===== config.mk =====
export PLATFORM = sky130hd
export DESIGN_NAME = bdsb_debug_core
export DESIGN_NICKNAME = d
export VERILOG_FILES = /design/src/inc/bdsb_pkg.sv /design/src/rtl/bdsb_bkpt_match.sv /design/src/rtl/bdsb_debug_core.sv
export SDC_FILE = /design/constraint.sdc
export NUM_CORES = 1
export LEC_CHECK = 0
export CORE_AREA = 2 2 98 100
export CTS_BUF_LIST = sky130_fd_sc_hd__clkbuf_4 sky130_fd_sc_hd__clkbuf_8 sky130_fd_sc_hd__clkbuf_16
export CTS_CLUSTER_DIAMETER = 60
export DETAILED_ROUTE_END_ITERATION = 6
export DIE_AREA = 0 0 100 102
export DONT_BUFFER_PORTS = 1
export SKIP_CTS_REPAIR_TIMING = 1
export SYNTH_ARGS = -nofsm -noshare
export SYNTH_HDL_FRONTEND = slang
export SYNTH_SLANG_ARGS = --single-unit

===== constraint.sdc =====
create_clock -name core_clk_in -period 3.7 [get_ports core_clk_in]
set_input_delay 0.185 -clock core_clk_in [delete_from_list [all_inputs] [get_ports core_clk_in]]
set_output_delay 0.185 -clock core_clk_in [all_outputs]
set_load 0.01 [all_outputs]

===== src/inc/bdsb_pkg.sv =====
// shared types and constants of the background debug status/breakpoint block
package bdsb_pkg;

    // ****************************************************************
    // serial debug commands and carriers
    // ****************************************************************
    typedef enum logic [2:0] {
        CMD_GET_STATUS,
        CMD_SET_CONTROL,
        CMD_FETCH_BKPT,
        CMD_STORE_BKPT,
        CMD_READ_BYTE,
        CMD_STORE_BYTE,
        CMD_HALT
    } bdsb_cmd_code_t;

    typedef struct packed {
        bdsb_cmd_code_t code;
        logic [15:0] addr;
        logic [15:0] data;
    } bdsb_cmd_t;

    // status/control register, bit 7 down to bit 0
    typedef struct packed {
        logic allow_background;
        logic background_active;
        logic breakpoint_enable;
        logic force_or_tag_select;
        logic comm_clock_select;
        logic wait_stop_status;
        logic wait_stop_failure;
        logic data_valid_failure;
    } bdsb_scr_t;

    typedef enum logic {ST_IDLE, ST_MEM} bdsb_mem_state_t;

    // ****************************************************************
    // reset values, masks and addresses
    // ****************************************************************
    localparam logic [7:0] SCR_NORMAL_RESET = 8'h00;
    localparam logic [7:0] SCR_ACTIVE_RESET = 8'hC8;
    // bits the host may write: allow, bkpt enable, force/tag, clock sel
    localparam logic [7:0] SCR_WRITE_MASK = 8'hB8;
    localparam logic [15:0] BKPT_RESET = 16'h0000;
    // force-reset register address in the target's memory space
    localparam logic [15:0] FORCE_RESET_ADDR = 16'h1801;
    localparam int FORCE_RESET_BIT = 0;
    localparam logic [7:0] FORCE_RESET_READ = 8'h00;

endpackage : bdsb_pkg


===== src/rtl/bdsb_bkpt_match.sv =====
// hardware breakpoint address comparator with force/tag split
`timescale 1ns/10ps
module bdsb_bkpt_match
    import bdsb_pkg::*;
(
    // control bits
    input wire logic breakpoint_enable_in,
    input wire logic force_or_tag_select_in,
    input wire logic [15:0] bkpt_addr_in,
    // cpu address bus
    input wire logic [15:0] cpu_addr_in,
    input wire logic cpu_addr_valid_in,
    input wire logic cpu_opcode_fetch_in,
    // match results
    output logic force_match_out,
    output logic tag_match_out
);

    logic addr_hit;

    // a disabled breakpoint ignores both select bit and address
    assign addr_hit = breakpoint_enable_in & cpu_addr_valid_in &
                      (cpu_addr_in == bkpt_addr_in);
    // force: any bus cycle matches, opcode or not
    assign force_match_out = addr_hit & force_or_tag_select_in;
    // tag: only an opcode fetch gets marked
    assign tag_match_out = addr_hit & ~force_or_tag_select_in &
                           cpu_opcode_fetch_in;

endmodule : bdsb_bkpt_match


===== src/rtl/bdsb_debug_core.sv =====
// debug status/control, breakpoint and force-reset logic of the controller
`timescale 1ns/10ps
module bdsb_debug_core
    import bdsb_pkg::*;
(
    // clock and reset
    input wire logic core_clk_in,
    input wire logic rst_n_in,
    // serial debug command port
    input wire logic cmd_valid_in,
    input wire bdsb_cmd_t cmd_in,
    output logic rsp_valid_out,
    output logic [15:0] rsp_data_out,
    output logic rsp_fail_out,
    // cpu status and breakpoint interface
    input wire logic [15:0] cpu_addr_in,
    input wire logic cpu_addr_valid_in,
    input wire logic cpu_opcode_fetch_in,
    input wire logic cpu_insn_boundary_in,
    input wire logic cpu_tag_exec_in,
    input wire logic cpu_halted_in,
    input wire logic cpu_wait_stop_in,
    input wire logic cpu_ws_insn_in,
    input wire logic sys_reset_in,
    output logic halt_req_out,
    output logic opcode_tag_out,
    // target memory access
    output logic mem_req_out,
    output logic mem_we_out,
    output logic [15:0] mem_addr_out,
    output logic [7:0] mem_wdata_out,
    input wire logic [7:0] mem_rdata_in,
    // clock choice and target reset
    output logic comm_clk_sel_out,
    output logic target_reset_out
);

    // ****************************************************************
    // reset synchroniser
    // ****************************************************************
    logic rst_meta;
    logic rst_sync_n;

    // async assert, release after two edges
    always_ff @(posedge core_clk_in or negedge rst_n_in) begin
        if (!rst_n_in) begin
            rst_meta <= 1'b0;
            rst_sync_n <= 1'b0;
        end else begin
            rst_meta <= 1'b1;
            rst_sync_n <= rst_meta;
        end
    end

    // ****************************************************************
    // command decode
    // ****************************************************************
    bdsb_scr_t scr;
    bdsb_scr_t next_scr;
    logic [15:0] bkpt_addr;
    logic ws_sticky;
    logic force_pending;
    bdsb_mem_state_t mem_state;
    logic trg_rst;
    logic is_status;
    logic is_control;
    logic is_fetch_bkpt;
    logic is_store_bkpt;
    logic is_mem_cmd;
    logic is_halt;
    logic at_force_reg;
    logic mem_blocked;
    logic mem_go;
    logic force_write;
    logic force_read;
    logic force_match;
    logic tag_match;
    logic halt_set;
    logic ws_now;
    logic [7:0] status_word;

    // registers exist only on this serial port, not on the cpu map
    assign is_status = cmd_valid_in & (cmd_in.code == CMD_GET_STATUS);
    assign is_control = cmd_valid_in &
                        (cmd_in.code == CMD_SET_CONTROL);
    assign is_fetch_bkpt = cmd_valid_in &
                           (cmd_in.code == CMD_FETCH_BKPT);
    assign is_store_bkpt = cmd_valid_in &
                           (cmd_in.code == CMD_STORE_BKPT);
    assign is_mem_cmd = cmd_valid_in & (mem_state == ST_IDLE) &
                        ((cmd_in.code == CMD_READ_BYTE) |
                         (cmd_in.code == CMD_STORE_BYTE));
    assign is_halt = cmd_valid_in & (cmd_in.code == CMD_HALT);
    assign at_force_reg = (cmd_in.addr == FORCE_RESET_ADDR);
    // only the serial store-byte reaches the force-reset bit
    assign force_write = is_mem_cmd & at_force_reg &
                         (cmd_in.code == CMD_STORE_BYTE);
    assign force_read = is_mem_cmd & at_force_reg &
                        (cmd_in.code == CMD_READ_BYTE);
    // a wait/stop in flight makes the memory access fail
    assign mem_blocked = cpu_wait_stop_in | cpu_ws_insn_in;
    assign mem_go = is_mem_cmd & ~at_force_reg & ~mem_blocked;
    // any target reset other than the normal one
    assign trg_rst = sys_reset_in | target_reset_out;

    // ****************************************************************
    // breakpoint and halt requests
    // ****************************************************************
    bdsb_bkpt_match u_bkpt (
        .breakpoint_enable_in(scr.breakpoint_enable),
        .force_or_tag_select_in(scr.force_or_tag_select),
        .bkpt_addr_in(bkpt_addr),
        .cpu_addr_in(cpu_addr_in),
        .cpu_addr_valid_in(cpu_addr_valid_in),
        .cpu_opcode_fetch_in(cpu_opcode_fetch_in),
        .force_match_out(force_match),
        .tag_match_out(tag_match)
    );

    // every halt source is gated by allow-background
    assign halt_set = scr.allow_background & ~cpu_halted_in & (
        is_halt |
        (force_pending & cpu_insn_boundary_in) |
        (cpu_tag_exec_in & scr.breakpoint_enable));

    // wait/stop seen now or carried into the halt
    assign ws_now = cpu_wait_stop_in | ws_sticky;
    assign status_word = {scr[7:3], ws_now, scr.wait_stop_failure,
                          1'b0};

    // ****************************************************************
    // status/control register
    // ****************************************************************
    // hardware sets of failure win over the clearing status read
    always_comb begin
        next_scr = scr;
        next_scr.background_active = cpu_halted_in;
        if (is_control) begin
            next_scr = bdsb_scr_t'((cmd_in.data[7:0] & SCR_WRITE_MASK) |
                                   (scr & ~SCR_WRITE_MASK));
            next_scr.background_active = cpu_halted_in;
            // a control write may set allow-background, never clear it
            next_scr.allow_background = scr.allow_background |
                                        cmd_in.data[7];
        end
        if (is_status) begin
            next_scr.wait_stop_failure = 1'b0;
        end
        if (is_mem_cmd & ~at_force_reg & mem_blocked) begin
            next_scr.wait_stop_failure = 1'b1;
        end
        next_scr.wait_stop_status = ws_now;
        next_scr.data_valid_failure = 1'b0;
        // target reset: keep background settings only if halted
        if (trg_rst) begin
            next_scr = scr.background_active ?
                bdsb_scr_t'(SCR_ACTIVE_RESET) :
                bdsb_scr_t'(SCR_NORMAL_RESET);
        end
    end

    // normal reset clears every bit, allow-background included
    always_ff @(posedge core_clk_in or negedge rst_sync_n) begin
        if (!rst_sync_n) begin
            scr <= bdsb_scr_t'(SCR_NORMAL_RESET);
        end else begin
            scr <= next_scr;
        end
    end

    // ****************************************************************
    // breakpoint register and force pending
    // ****************************************************************
    // force match waits for the instruction boundary
    always_ff @(posedge core_clk_in or negedge rst_sync_n) begin
        if (!rst_sync_n) begin
            bkpt_addr <= BKPT_RESET;
            force_pending <= 1'b0;
        end else begin
            if (is_store_bkpt) begin
                bkpt_addr <= cmd_in.data;
            end
            force_pending <= ~trg_rst & ~cpu_halted_in &
                ((force_pending & ~cpu_insn_boundary_in) |
                 force_match);
        end
    end

    // ****************************************************************
    // halt, tag and wait/stop tracking
    // ****************************************************************
    // halt request holds until the cpu reports halted
    always_ff @(posedge core_clk_in or negedge rst_sync_n) begin
        if (!rst_sync_n) begin
            halt_req_out <= 1'b0;
            opcode_tag_out <= 1'b0;
            ws_sticky <= 1'b0;
        end else begin
            halt_req_out <= ~trg_rst &
                            ((halt_req_out & ~cpu_halted_in) | halt_set);
            opcode_tag_out <= tag_match;
            // set wins over the clear when leaving background
            ws_sticky <= (is_halt & scr.allow_background &
                          cpu_wait_stop_in) |
                         (ws_sticky & ~trg_rst &
                          (cpu_halted_in | halt_req_out));
        end
    end

    // ****************************************************************
    // command answers, memory access and force reset
    // ****************************************************************
    // register answers come one cycle after the command
    always_ff @(posedge core_clk_in or negedge rst_sync_n) begin
        if (!rst_sync_n) begin
            rsp_valid_out <= 1'b0;
            rsp_data_out <= 16'h0000;
            rsp_fail_out <= 1'b0;
            mem_state <= ST_IDLE;
            mem_req_out <= 1'b0;
            mem_we_out <= 1'b0;
            mem_addr_out <= 16'h0000;
            mem_wdata_out <= 8'h00;
            target_reset_out <= 1'b0;
            comm_clk_sel_out <= 1'b0;
        end else begin
            rsp_valid_out <= is_status | is_control | is_fetch_bkpt |
                             is_store_bkpt | is_halt |
                             (is_mem_cmd & ~mem_go) |
                             (mem_state == ST_MEM);
            rsp_fail_out <= is_mem_cmd & ~at_force_reg & mem_blocked;
            if (is_status) begin
                rsp_data_out <= {8'h00, status_word};
            end else if (is_fetch_bkpt) begin
                rsp_data_out <= bkpt_addr;
            end else if (force_read) begin
                rsp_data_out <= {8'h00, FORCE_RESET_READ};
            end else if (mem_state == ST_MEM) begin
                rsp_data_out <= {8'h00, mem_rdata_in};
            end else begin
                rsp_data_out <= 16'h0000;
            end
            mem_req_out <= mem_go;
            mem_state <= mem_go ? ST_MEM : ST_IDLE;
            if (mem_go) begin
                mem_we_out <= (cmd_in.code == CMD_STORE_BYTE);
                mem_addr_out <= cmd_in.addr;
                mem_wdata_out <= cmd_in.data[7:0];
            end
            target_reset_out <= force_write &
                                cmd_in.data[FORCE_RESET_BIT];
            comm_clk_sel_out <= scr.comm_clock_select;
        end
    end
endmodule : bdsb_debug_core


==> results.md, run 1 <==
- # fillers: ~880
- WL per Instance: between 15 and 20 µm
- Critical path peak fanout: 27
- Fin. max-slew vios: 0
- Layout Nets: about 350
- Post-synth EDFFs: 0
- Starting Density: between 30 and 40%
- Final Hold Viols: 1
- Pwr dens: between 500 and 600 nW/µm²
- Hold Path Class: in -> reg
- WS Path Type: reg -> reg
- Hold Crit Depth: 2
- Gr usage total: 15.1%
- Reg2reg path depth: 3
- Clock Pin Slew Worst Setup and Hold Paths: approximately 0.080 ns
- Synth async-reset ratio: between 90% and 100%
- Pre-Repair DR Iteration Count: 4
- Synth cell types: 40
- IR drop worst, VDD: 0.000241 V
- Final setup TNS: 0 ns
- I/O Pins: 118
- Post-synth top cells: dfrtp_1, mux2_2, xor2_1
- Die Ht: 102 µm
- CP bufs+invs: 0
- Synth warn: 0
- First-pass GRT wire length: between 10,000 and 15,000 µm
- R2r endpoint: rsp_valid_out$_DFF_PN0_
- Outcome: complete, but fails checks
- Count of maximum capacitance violations: 0
- Clock skew: 0.00899 ns
- Most numerous cell in the Yosys netlist: dfrtp_1
- Final Cycle Share: between 40% and 50%
- Remaining global-route overflow: 0
- DIE WIDTH: 100 µm
- Hold_sp: cpu_wait_stop_in
- Syn avg cell area: 13.1 µm²
- Routed Antenna Nets: 0
- Reg-to-Reg Start: mem_req_out$_DFF_PN0_
- Largest net degree at the start of global routing: 73
- Design area: between 3000 and 4000 µm²
- Final wirelength: between 7000 and 8000 µm
- Post-Syn Area: 3100 µm²
- Internal: about 0.0014 W
- CORE AREA: 9110 µm²
- Mapped Nets: 307
- CP max stage cell: dfrtp_1
- Crit-path max cell delay: 0.55 ns
- Worst Max-Slew Pin Slew: slightly above 0.9 ns
- Rows: 35
- Critical Path AT: between 2 and 2.5 ns
- Via-per-instance ratio: ~5.1
- CTS tree: built
- P_leak: about 1.7 nW
- Family with the most delay on the worst path: simple AND/OR/NAND/NOR gates
- Reg-to-reg setup timing slack: 1.87 ns
- Register area share after synthesis: 59.7%
- Endpoints failing setup: 0
- WHS: -0.00639 ns
- Cells after synthesis: between 200 and 250
- Crit start category: register
- Share of cells above drive strength 1: 23.0%
- Crit-path cells: and4bb_2 -> nand3_4 -> a311o_1
- Root Buffer: clkbuf_8
- Ys flop type: dfrtp_1
- Synthesis-to-finish area growth: 21.4%
- Fmax: approximately 0.55 GHz
- Maximum buffer depth of the clock tree: 2
- CTS sink count: between 70 and 80
- Worst-Skew Late Latency: between 0.3 and 0.4 ns
- Critical path origin: mem_req_out$_DFF_PN0_
- Detailed Route Iter0 Violations: 67
- Area contributors post-synth: dfrtp_1, mux2_2, xor2_1
- Crit path time final: approximately 1.8 ns
- Detailed placement HPWL: ~5600 µm
- H-tree Lvls: 3
- Vias: between 1,500 and 2,000
- Die area: between 10,000 and 15,000 µm²
- RSZ-0062 raised after global routing: false
- Port Buf Inserts: 0
- Post-synth top area share: around 60%
- WHS Endpoint: ws_sticky$_DFF_PN0_
- Slew HR: between 30% and 40%
- P_sw: around 0.00052 W
- Gpl congestion: between 0.7 and 0.8
- Violated checks: hold timing
- Post-synthesis register bit count: 74
- Initial antenna violation count: 2
- Vias in the first global route: 2,033
- Sequential power share: a little under three fifths
- Cell taking the most area after synthesis: dfrtp_1
- Clock power frac: roughly 33%
- Sw Share: about 28%
- Post-placement cell area: ~3200 µm²
- Worst Path Required: 3.93 ns
- CTS buffer count: 9
- Post-route DRC: 0
- Critical Path Sink Type: register
- Combinational group share of total power: 10.9%
-- how the worst max path moves through the flow --
stage,to,slack [ns],depth (start not counted)
6_report,rsp_valid_out$_DFF_PN0_,1.87,3
5_1_grt,rsp_valid_out$_DFF_PN0_,1.74,3
4_1_cts,rsp_valid_out$_DFF_PN0_,1.85,3
3_5_place_dp,rsp_valid_out$_DFF_PN0_,1.86,3
3_3_place_gp,mem_addr_out[3]$_DFFE_PN0P_,1.87,4
2_1_floorplan,bkpt_addr[0]$_DFFE_PN0P_,1.49,0
-- power groups by stage --
stage / Clock [W] / Sequential (W) / Combinational [W]
after detailed placement: 0 / 0.00108 / 0.000174
after global placement: 0 / 0.00108 / 0.000164
after global routing: 0.000669 / 0.00109 / 0.000228
after CTS: 0.000633 / 0.00107 / 0.000174
final: 0.000615 / 0.00107 / 0.000206
after floorplan: 0 / 0.00104 / 0.000152
-- registers in the layout, indices dropped and copies added (netlist names), 6 cells and up --
name,cells
bkpt_addr,16
mem_addr_out,16
mem_wdata_out,8
rsp_data_out,16
scr,6
-- cell type report --
| class | instances | area [µm²] | area share (%) |
|---|---|---|---|
| inverter | 2 | 7.51 | 0.199 |
| tap | 111 | 139 | 3.69 |
| clock inverter | 7 | 70.1 | 1.86 |
| multi-input combinational | 154 | 1200 | 31.8 |
| clock buffer | 9 | 124 | 3.29 |
| sequential | 74 | 1860 | 49.3 |
| antenna | 1 | 2.50 | 0.0665 |
| timing repair buffer | 37 | 368 | 9.77 |
-- routing by layer --
metal	GRT usage (%)	part of all wire, %	vias up
met5	0	0.17	-
met4	3.27	0.83	2
met3	9.10	11	8
met2	24.8	49	96
met1	17.0	39	971
li1	-	-	918
-- logic make-up (layout without fill, tap and decap cells) --
kind of cell	after synthesis	count (layout)	share of synthesized area, %
flip-flops	74	74	59.7
AND/OR/NAND/NOR	68	68	13.6
multiplexers	44	44	15.9
AO/OA/AOI/OAI	25	25	4.56
XOR/XNOR	16	16	4.52
buffers and inverters	9	55	1.65
other	1	2	0.121
-- layout by cell type, fill, tap and decap left out, types with 2 or more instances in the layout --
| master | instances |
|---|---|
| inv_1 | 2 |
| clkbuf_8 | 9 |
| xor2_1 | 15 |
| nand3_1 | 3 |
| nor3_1 | 3 |
| nor4_1 | 5 |
| dlygate4sd3_1 | 36 |
| mux2_2 | 41 |
| nand4_1 | 2 |
| nor2_1 | 9 |
| a21oi_1 | 11 |
| clkinv_2 | 2 |
| and3_1 | 8 |
| and4bb_2 | 2 |
| dfrtp_1 | 73 |
| a211oi_1 | 2 |
| and2_1 | 8 |
| o21ai_0 | 8 |
| mux2i_1 | 3 |
| nand2_1 | 14 |
| clkinvlp_4 | 4 |
-- metrics by stage --
stage / util, % / power (W) / worst slack [ns] / std cells
3_3_place_gp: 35.2 / 0.00125 / 1.87 / 342
6_report: 41.3 / 0.00189 / 1.87 / 395
4_1_cts: 37.3 / 0.00188 / 1.85 / 358
5_1_grt: 41.3 / 0.00198 / 1.74 / 395
2_1_floorplan: - / 0.00120 / 1.49 / 237
3_5_place_dp: 35.2 / 0.00126 / 1.86 / 342
Note: power is estimated with default switching activity, not from simulation.
==> run 2: changes to the inputs <==
==> constraint.sdc (replaced) <==
create_clock -name core_clk_in -period 1.84 [get_ports core_clk_in]
set_input_delay 0.092 -clock core_clk_in [delete_from_list [all_inputs] [get_ports core_clk_in]]
set_output_delay 0.092 -clock core_clk_in [all_outputs]
set_load 0.01 [all_outputs]
==> run 2 against run 1 <==
The flow now finishes without violations; clock skew grew 0.0045 ns; worst setup slack lost 1.7 ns; clock-buffer cell count grew 1; critical path depth is the same; wire length grew 1.7%; first-iteration DRC count shrank 1.5%; maximum frequency grew 9.0%; total power grew 110%; utilization grew 1.6 points; cell count grew 3.0%; combinational power grew 120%; non-clock buffer count grew 12; critical path type unchanged.
==> results.md, run 2 (same netlist as run 1, synthesis figures left out) <==
- Outcome: complete, no violations (was complete, but fails checks)
- Final wirelength: 7990 µm (was 7860 µm)
- Met3 WL post-DR: 786 µm (was 859 µm)
- WS Path Type: reg -> reg (unchanged)
- CTS sink count: 74 (unchanged)
- Crit start category: register (unchanged)
- WL per Instance: 19.6 µm (was 19.9 µm)
- Crit path time final: 1.68 ns (was 1.83 ns)
- Reg-to-Reg Start: target_reset_out$_DFF_PN0_ (was mem_req_out$_DFF_PN0_)
- Worst Max-Slew Pin Slew: 0.516 ns (was 0.927 ns)
- RSZ-0062 raised after global routing: false (unchanged)
- Final Util: 43.0% (was 41.3%)
- Crit-path cells: or2_2 -> o22ai_1 -> dlygate4sd3_1 (was and4bb_2 -> nand3_4 -> a311o_1)
- Fmax: 0.595 GHz (was 0.546 GHz)
- Routed Antenna Nets: 0 (unchanged)
- Gpl congestion: 0.750 (was 0.759)
- Hold Path Class: in -> reg (unchanged)
- Largest net degree at the start of global routing: 38 (was 73)
- Critical Path Sink Type: register (unchanged)
- Detailed placement HPWL: 5630 µm (was 5580 µm)
- Port Buf Inserts: 0 (unchanged)
- Starting Density: 34.0% (unchanged)
- DIE WIDTH: 100 µm (unchanged)
- Vias in the first global route: 2,066 (was 2,033)
- Reg2reg path depth: 3 (unchanged)
- I/O Pins: 118 (unchanged)
- Top sig layer: met4 (was met5)
- Die area: 10,200 µm² (unchanged)
- Met2 routed wirelength: 3810 µm (was 3840 µm)
- M1 wire length: 3310 µm (was 3090 µm)
- Worst-Skew Late Latency: 0.35 ns (was 0.34 ns)
- Share of cells above drive strength 1: 22.8% (was 23.0%)
- Hold Crit Depth: 2 (unchanged)
- Clock skew: 0.0135 ns (was 0.00899 ns)
- Commonest cells after routing, fill and taps aside: dfrtp_1, dlygate4sd3_1, mux2_2 (was dfrtp_1, mux2_2, dlygate4sd3_1)
- Endpoints failing setup: 0 (unchanged)
- CTS tree: built (unchanged)
- Reg-to-reg setup timing slack: 0.16 ns (was 1.87 ns)
- Post-placement cell area: 3240 µm² (was 3210 µm²)
- WHS: 0.0258 ns (was -0.00639 ns)
- Final Cycle Share: 91.3% (was 49.5%)
- Fin. max-slew vios: 0 (unchanged)
- Pre-Repair DR Iteration Count: 4 (unchanged)
- H-tree Lvls: 3 (unchanged)
- Remaining global-route overflow: 0 (unchanged)
- Root Buffer: clkbuf_8 (unchanged)
- Detailed Route Iter0 Violations: 66 (was 67)
- CP max stage cell: dlygate4sd3_1 (was dfrtp_1)
- Slew HR: 65.1% (was 38.2%)
- Post-route DRC: 0 (unchanged)
- Largest regs: bkpt_addr (16), mem_addr_out (16), rsp_data_out (16) (unchanged)
- Critical path origin: target_reset_out$_DFF_PN0_ (was mem_req_out$_DFF_PN0_)
- Clock Pin Slew Worst Setup and Hold Paths: 0.08 ns (about the same)
- CTS buffer count: 9 (unchanged)
- Count of maximum capacitance violations: 0 (unchanged)
- Synthesis-to-finish area growth: 26.2% (was 21.4%)
- Gr usage total: 15.2% (was 15.1%)
- CORE AREA: 9110 µm² (unchanged)
- R2r endpoint: ws_sticky$_DFF_PN0_ (was rsp_valid_out$_DFF_PN0_)
- Final Hold Viols: 0 (was 1)
- Critical Path Sink: ws_sticky$_DFF_PN0_ (was rsp_valid_out$_DFF_PN0_)
- Pre-CTS setup slack: -0.0678 ns (was 1.86 ns)
- Critical path peak fanout: 8 (was 27)
- Most common cell after layout, fill and taps aside: dfrtp_1 (unchanged)
- Maximum buffer depth of the clock tree: 2 (unchanged)
- Die Ht: 102 µm (unchanged)
- Worst Path Required: 2.11 ns (was 3.93 ns)
- Design area: 3910 µm² (was 3760 µm²)
- IR drop worst, VDD: 0.000512 V (was 0.000241 V)
- Critical Path AT: 1.95 ns (was 2.06 ns)
- Final setup margin: 0.160 ns (was 1.87 ns)
- Initial antenna violation count: 2 (unchanged)
- First-pass GRT wire length: 11,400 µm (was 11,300 µm)
- Layout Nets: 360 (was 348)
- Vias: 2,060 (was 1,995)
- Via-per-instance ratio: 5.06 (was 5.05)
- P_leak: 1.75 nW (was 1.67 nW)
- Pwr dens: 1020 nW/µm² (was 502 nW/µm²)
- Rows: 35 (unchanged)
- Crit-path max cell delay: 0.56 ns (was 0.55 ns)
run 2: metal layers:
layer	global-route usage, %	vias up
met4	5.69	0
met2	25.3	93
met1	17.3	1013
li1	-	945
met5	0	-
met3	7.11	9
run 2: stage by stage:
step / total power [W] / TNS, ns / instances
floorplan: 0.00241 / 0 / 237
global placement: 0.00252 / 0 / 345
detailed placement: 0.00254 / -1.43 / 345
CTS: 0.00394 / 0 / 360
global route: 0.00419 / 0 / 406
finish: 0.00397 / 0 / 407
run 2: layout make-up:
type                            count  area, µm²
Inverter                            2       7.51
Clock buffer                       10        138
Sequential cell                    74       1860
Timing Repair Buffer               49        493
Multi-Input combinational cell    154       1200
Tap cell                          111        139
Clock inverter                      5       78.8
Antenna cell                        2       5.00
Fill cell                         850       5190
run 2: worst min path at each step:
stage | slack (ns) | startpoint | to
5_1_grt | 0.03 | sys_reset_in | scr[1]$_DFFE_PN0P_
3_5_place_dp | -0.20 | rst_n_in | rst_meta$_DFF_PN0_
4_1_cts | -0.60 | rst_n_in | rst_sync_n$_DFF_PN0_
2_1_floorplan | -0.20 | rst_n_in | rst_meta$_DFF_PN0_
6_report | 0.03 | sys_reset_in | scr[1]$_DFFE_PN0P_
3_3_place_gp | -0.20 | rst_n_in | rst_meta$_DFF_PN0_
run 2: worst max-delay path, delay by kind of cell, from the launching register on:
kind                   cells  cell delay [ns]
and+or+nand+nor            1             0.41
DFF                        1             0.44
buffers and inverters      1             0.56
AOI/OAI and AO/OA          1             0.19
run 2: power breakdown:
part	total, W	internal [W]	switching, W
Clock	0.00139	0.000791	0.000595
Sequential	0.00213	0.00186	0.000274
Combinational	0.000456	0.000290	0.000166
==> run 3: changes to the inputs <==
--- a/config.mk
+++ b/config.mk
@@ -5,12 +5,14 @@
 export SDC_FILE = /design/constraint.sdc
 export NUM_CORES = 1
 export LEC_CHECK = 0
+export CAP_MARGIN = 0
 export CORE_AREA = 2 2 98 100
 export CTS_BUF_LIST = sky130_fd_sc_hd__clkbuf_4 sky130_fd_sc_hd__clkbuf_8 sky130_fd_sc_hd__clkbuf_16
 export CTS_CLUSTER_DIAMETER = 60
 export DETAILED_ROUTE_END_ITERATION = 6
 export DIE_AREA = 0 0 100 102
 export DONT_BUFFER_PORTS = 1
+export SETUP_SLACK_MARGIN = 0.5
 export SKIP_CTS_REPAIR_TIMING = 1
 export SYNTH_ARGS = -nofsm -noshare
 export SYNTH_HDL_FRONTEND = slang
==> run 3 against run 2 <==
Clock skew fell by 0.0044 ns; maximum frequency rose by 16%; utilization rose by 1.8 points; critical path depth did not move; die area did not move; critical path type unchanged.
==> results.md, run 3 (same netlist as run 1, synthesis figures left out) <==
- Reg2reg path depth: 3 (unchanged)
- DIE WIDTH: 100 µm (unchanged)
- Worst-Skew Late Latency: 0.34 ns (was 0.35 ns)
- Largest regs: bkpt_addr (16), mem_addr_out (16), rsp_data_out (16) (unchanged)
- Fin. max-slew vios: 0 (unchanged)
- WL per Instance: 19.7 µm (was 19.6 µm)
- Combinational group share of total power: 11.6% (was 11.5%)
- Share of cells above drive strength 1: 26.6% (was 22.8%)
- Rows: 35 (unchanged)
- I/O Pins: 118 (unchanged)
- Hold Crit Depth: 3 (was 2)
- Detailed Route Iter0 Violations: 63 (was 66)
- Starting Density: 34.0% (unchanged)
- Synthesis-to-finish area growth: 31.6% (was 26.2%)
- Slew HR: 51.8% (was 65.1%)
- Pre-Repair DR Iteration Count: 4 (unchanged)
- Gr usage total: 15.0% (was 15.2%)
- Maximum buffer depth of the clock tree: 2 (unchanged)
- CTS sink count: 74 (unchanged)
- H-tree Lvls: 3 (unchanged)
- Crit start category: register (unchanged)
- Most common cell after layout, fill and taps aside: dfrtp_1 (unchanged)
- Worst Max-Slew Pin Slew: 0.720 ns (was 0.516 ns)
- CP max stage cell: and4bb_4 (was dlygate4sd3_1)
- P_sw: 0.00108 W (was 0.00103 W)
- Outcome: complete, no violations (unchanged)
- Detailed placement HPWL: 5630 µm (about the same)
- Final Hold Viols: 0 (unchanged)
- Remaining global-route overflow: 0 (unchanged)
- Critical Path AT: 1.67 ns (was 1.95 ns)
- Critical Path Sink Type: register (unchanged)
- RSZ-0062 raised after global routing: true (was false)
- # fillers: 842 (was 850)
- Crit-path cells: and4bb_4 -> nand3_4 -> mux2_2 (was or2_2 -> o22ai_1 -> dlygate4sd3_1)
- WS Path Type: reg -> reg (unchanged)
- Area used by multi-input combinational logic: 1270 µm² (was 1200 µm²)
- Crit-path max cell delay: 0.42 ns (was 0.56 ns)
- Final setup TNS: 0 ns (unchanged)
- Gpl congestion: 0.774 (was 0.750)
- Count of maximum capacitance violations: 0 (unchanged)
- Root Buffer: clkbuf_8 (unchanged)
- Hold Path Class: in -> reg (unchanged)
- IR drop worst, VDD: 0.000569 V (was 0.000512 V)
- Internal: 0.00321 W (was 0.00294 W)
- CTS tree: built (unchanged)
- Vias: 2,141 (was 2,060)
- Die Ht: 102 µm (unchanged)
- Die area: 10,200 µm² (unchanged)
- Final wirelength: 8180 µm (was 7990 µm)
- Endpoints failing setup: 0 (unchanged)
- Vias in the first global route: 2,076 (was 2,066)
- CORE AREA: 9110 µm² (unchanged)
- Layout Nets: 369 (was 360)
- Final Cycle Share: 78.5% (was 91.3%)
- Sw Share: 25.1% (was 26.0%)
- Critical path peak fanout: 7 (was 8)
- Post-route DRC: 0 (unchanged)
- Port Buf Inserts: 0 (unchanged)
- CTS buffer count: 9 (unchanged)
- Clock skew: 0.00910 ns (was 0.0135 ns)
- Via-per-instance ratio: 5.15 (was 5.06)
- WHS: 0.0484 ns (was 0.0258 ns)
- Reg area: 1860 µm² (about the same)
- Sequential power share: 49.6% (was 53.7%)
- Largest net degree at the start of global routing: 34 (was 38)
- Clock Pin Slew Worst Setup and Hold Paths: 0.08 ns (about the same)
- Pwr dens: 1050 nW/µm² (was 1020 nW/µm²)
- Initial antenna violation count: 2 (unchanged)
- Commonest cells after routing, fill and taps aside: dfrtp_1, dlygate4sd3_1, mux2_2 (unchanged)
- Routed Antenna Nets: 0 (unchanged)
- Clock power frac: 38.8% (was 34.9%)
- Worst Path Required: 2.06 ns (was 2.11 ns)
- First-pass GRT wire length: 11,300 µm (was 11,400 µm)
- Fmax: 0.693 GHz (was 0.595 GHz)
- P_leak: 1.80 nW (was 1.75 nW)
- Crit path time final: 1.44 ns (was 1.68 ns)
## run 3: changes by cell type in the layout (fill, tap and decap cells not counted), sizes merged
cell,previous run,this run
buf,4,10
nand3,5,8
bufinv,2,4
clkbuf,10,9
clkinv,3,2
clkinvlp,0,1
diode,2,1
## run 3: path summary, 6_finish.rpt
path,startpoint,slack (ns),to
max in group asynchronous,rst_sync_n$_DFF_PN0_,1.05,mem_wdata_out[4]$_DFFE_PN0P_
min reg2reg,rst_sync_n$_DFF_PN0_,0.23,bkpt_addr[9]$_DFFE_PN0P_
max,mem_req_out$_DFF_PN0_,0.40,mem_wdata_out[5]$_DFFE_PN0P_
max reg2reg,mem_req_out$_DFF_PN0_,0.40,mem_wdata_out[5]$_DFFE_PN0P_
min,cmd_in[34],0.05,target_reset_out$_DFF_PN0_
min in group asynchronous,rst_sync_n$_DFF_PN0_,0.23,bkpt_addr[9]$_DFFE_PN0P_
## run 3: routing by layer
layer,track usage (%),routed length (µm),vias up
li1,-,-,970
met1,18.5,3350,1064
met2,23.1,3930,94
met3,6.29,782,11
met4,6.74,103,2
met5,0,13,-
## run 3: power groups by stage
stage,registers [W],clock network (W),logic (W)
finish,0.00213,0.00166,0.000499
CTS,0.00213,0.00170,0.000384
global placement,0.00215,0,0.000368
global route,0.00216,0.00178,0.000555
floorplan,0.00210,0,0.000306
detailed placement,0.00216,0,0.000384
## run 3: stage by stage
step                std cells  instance area (µm²)  utilization, %  total power [W]  setup slack [ns]
detailed placement        347                 3260            35.8          0.00254            0.0312
CTS                       363                 3520            38.7          0.00422             0.244
finish                    416                 4080            44.8          0.00429             0.396
global route              415                 4080            44.8          0.00450             0.337
floorplan                 237                 3100               -          0.00241             0.359
global placement          347                 3260            35.8          0.00252            0.0401
## run 3: layout make-up
class,count,share of cell area [%]
antenna,1,0.0613
clock buffer,9,3.04
clock inverter,7,3.47
inverter,2,0.184
multi-input combinational,157,31.1
sequential,74,45.5
tap,111,3.40
timing repair buffer,55,13.2
## run 3: critical path, delay by kind of cell (launching register included)
family	cells	cell delay, ns
mux	1	0.34
flops	1	0.40
simple gates	2	0.58
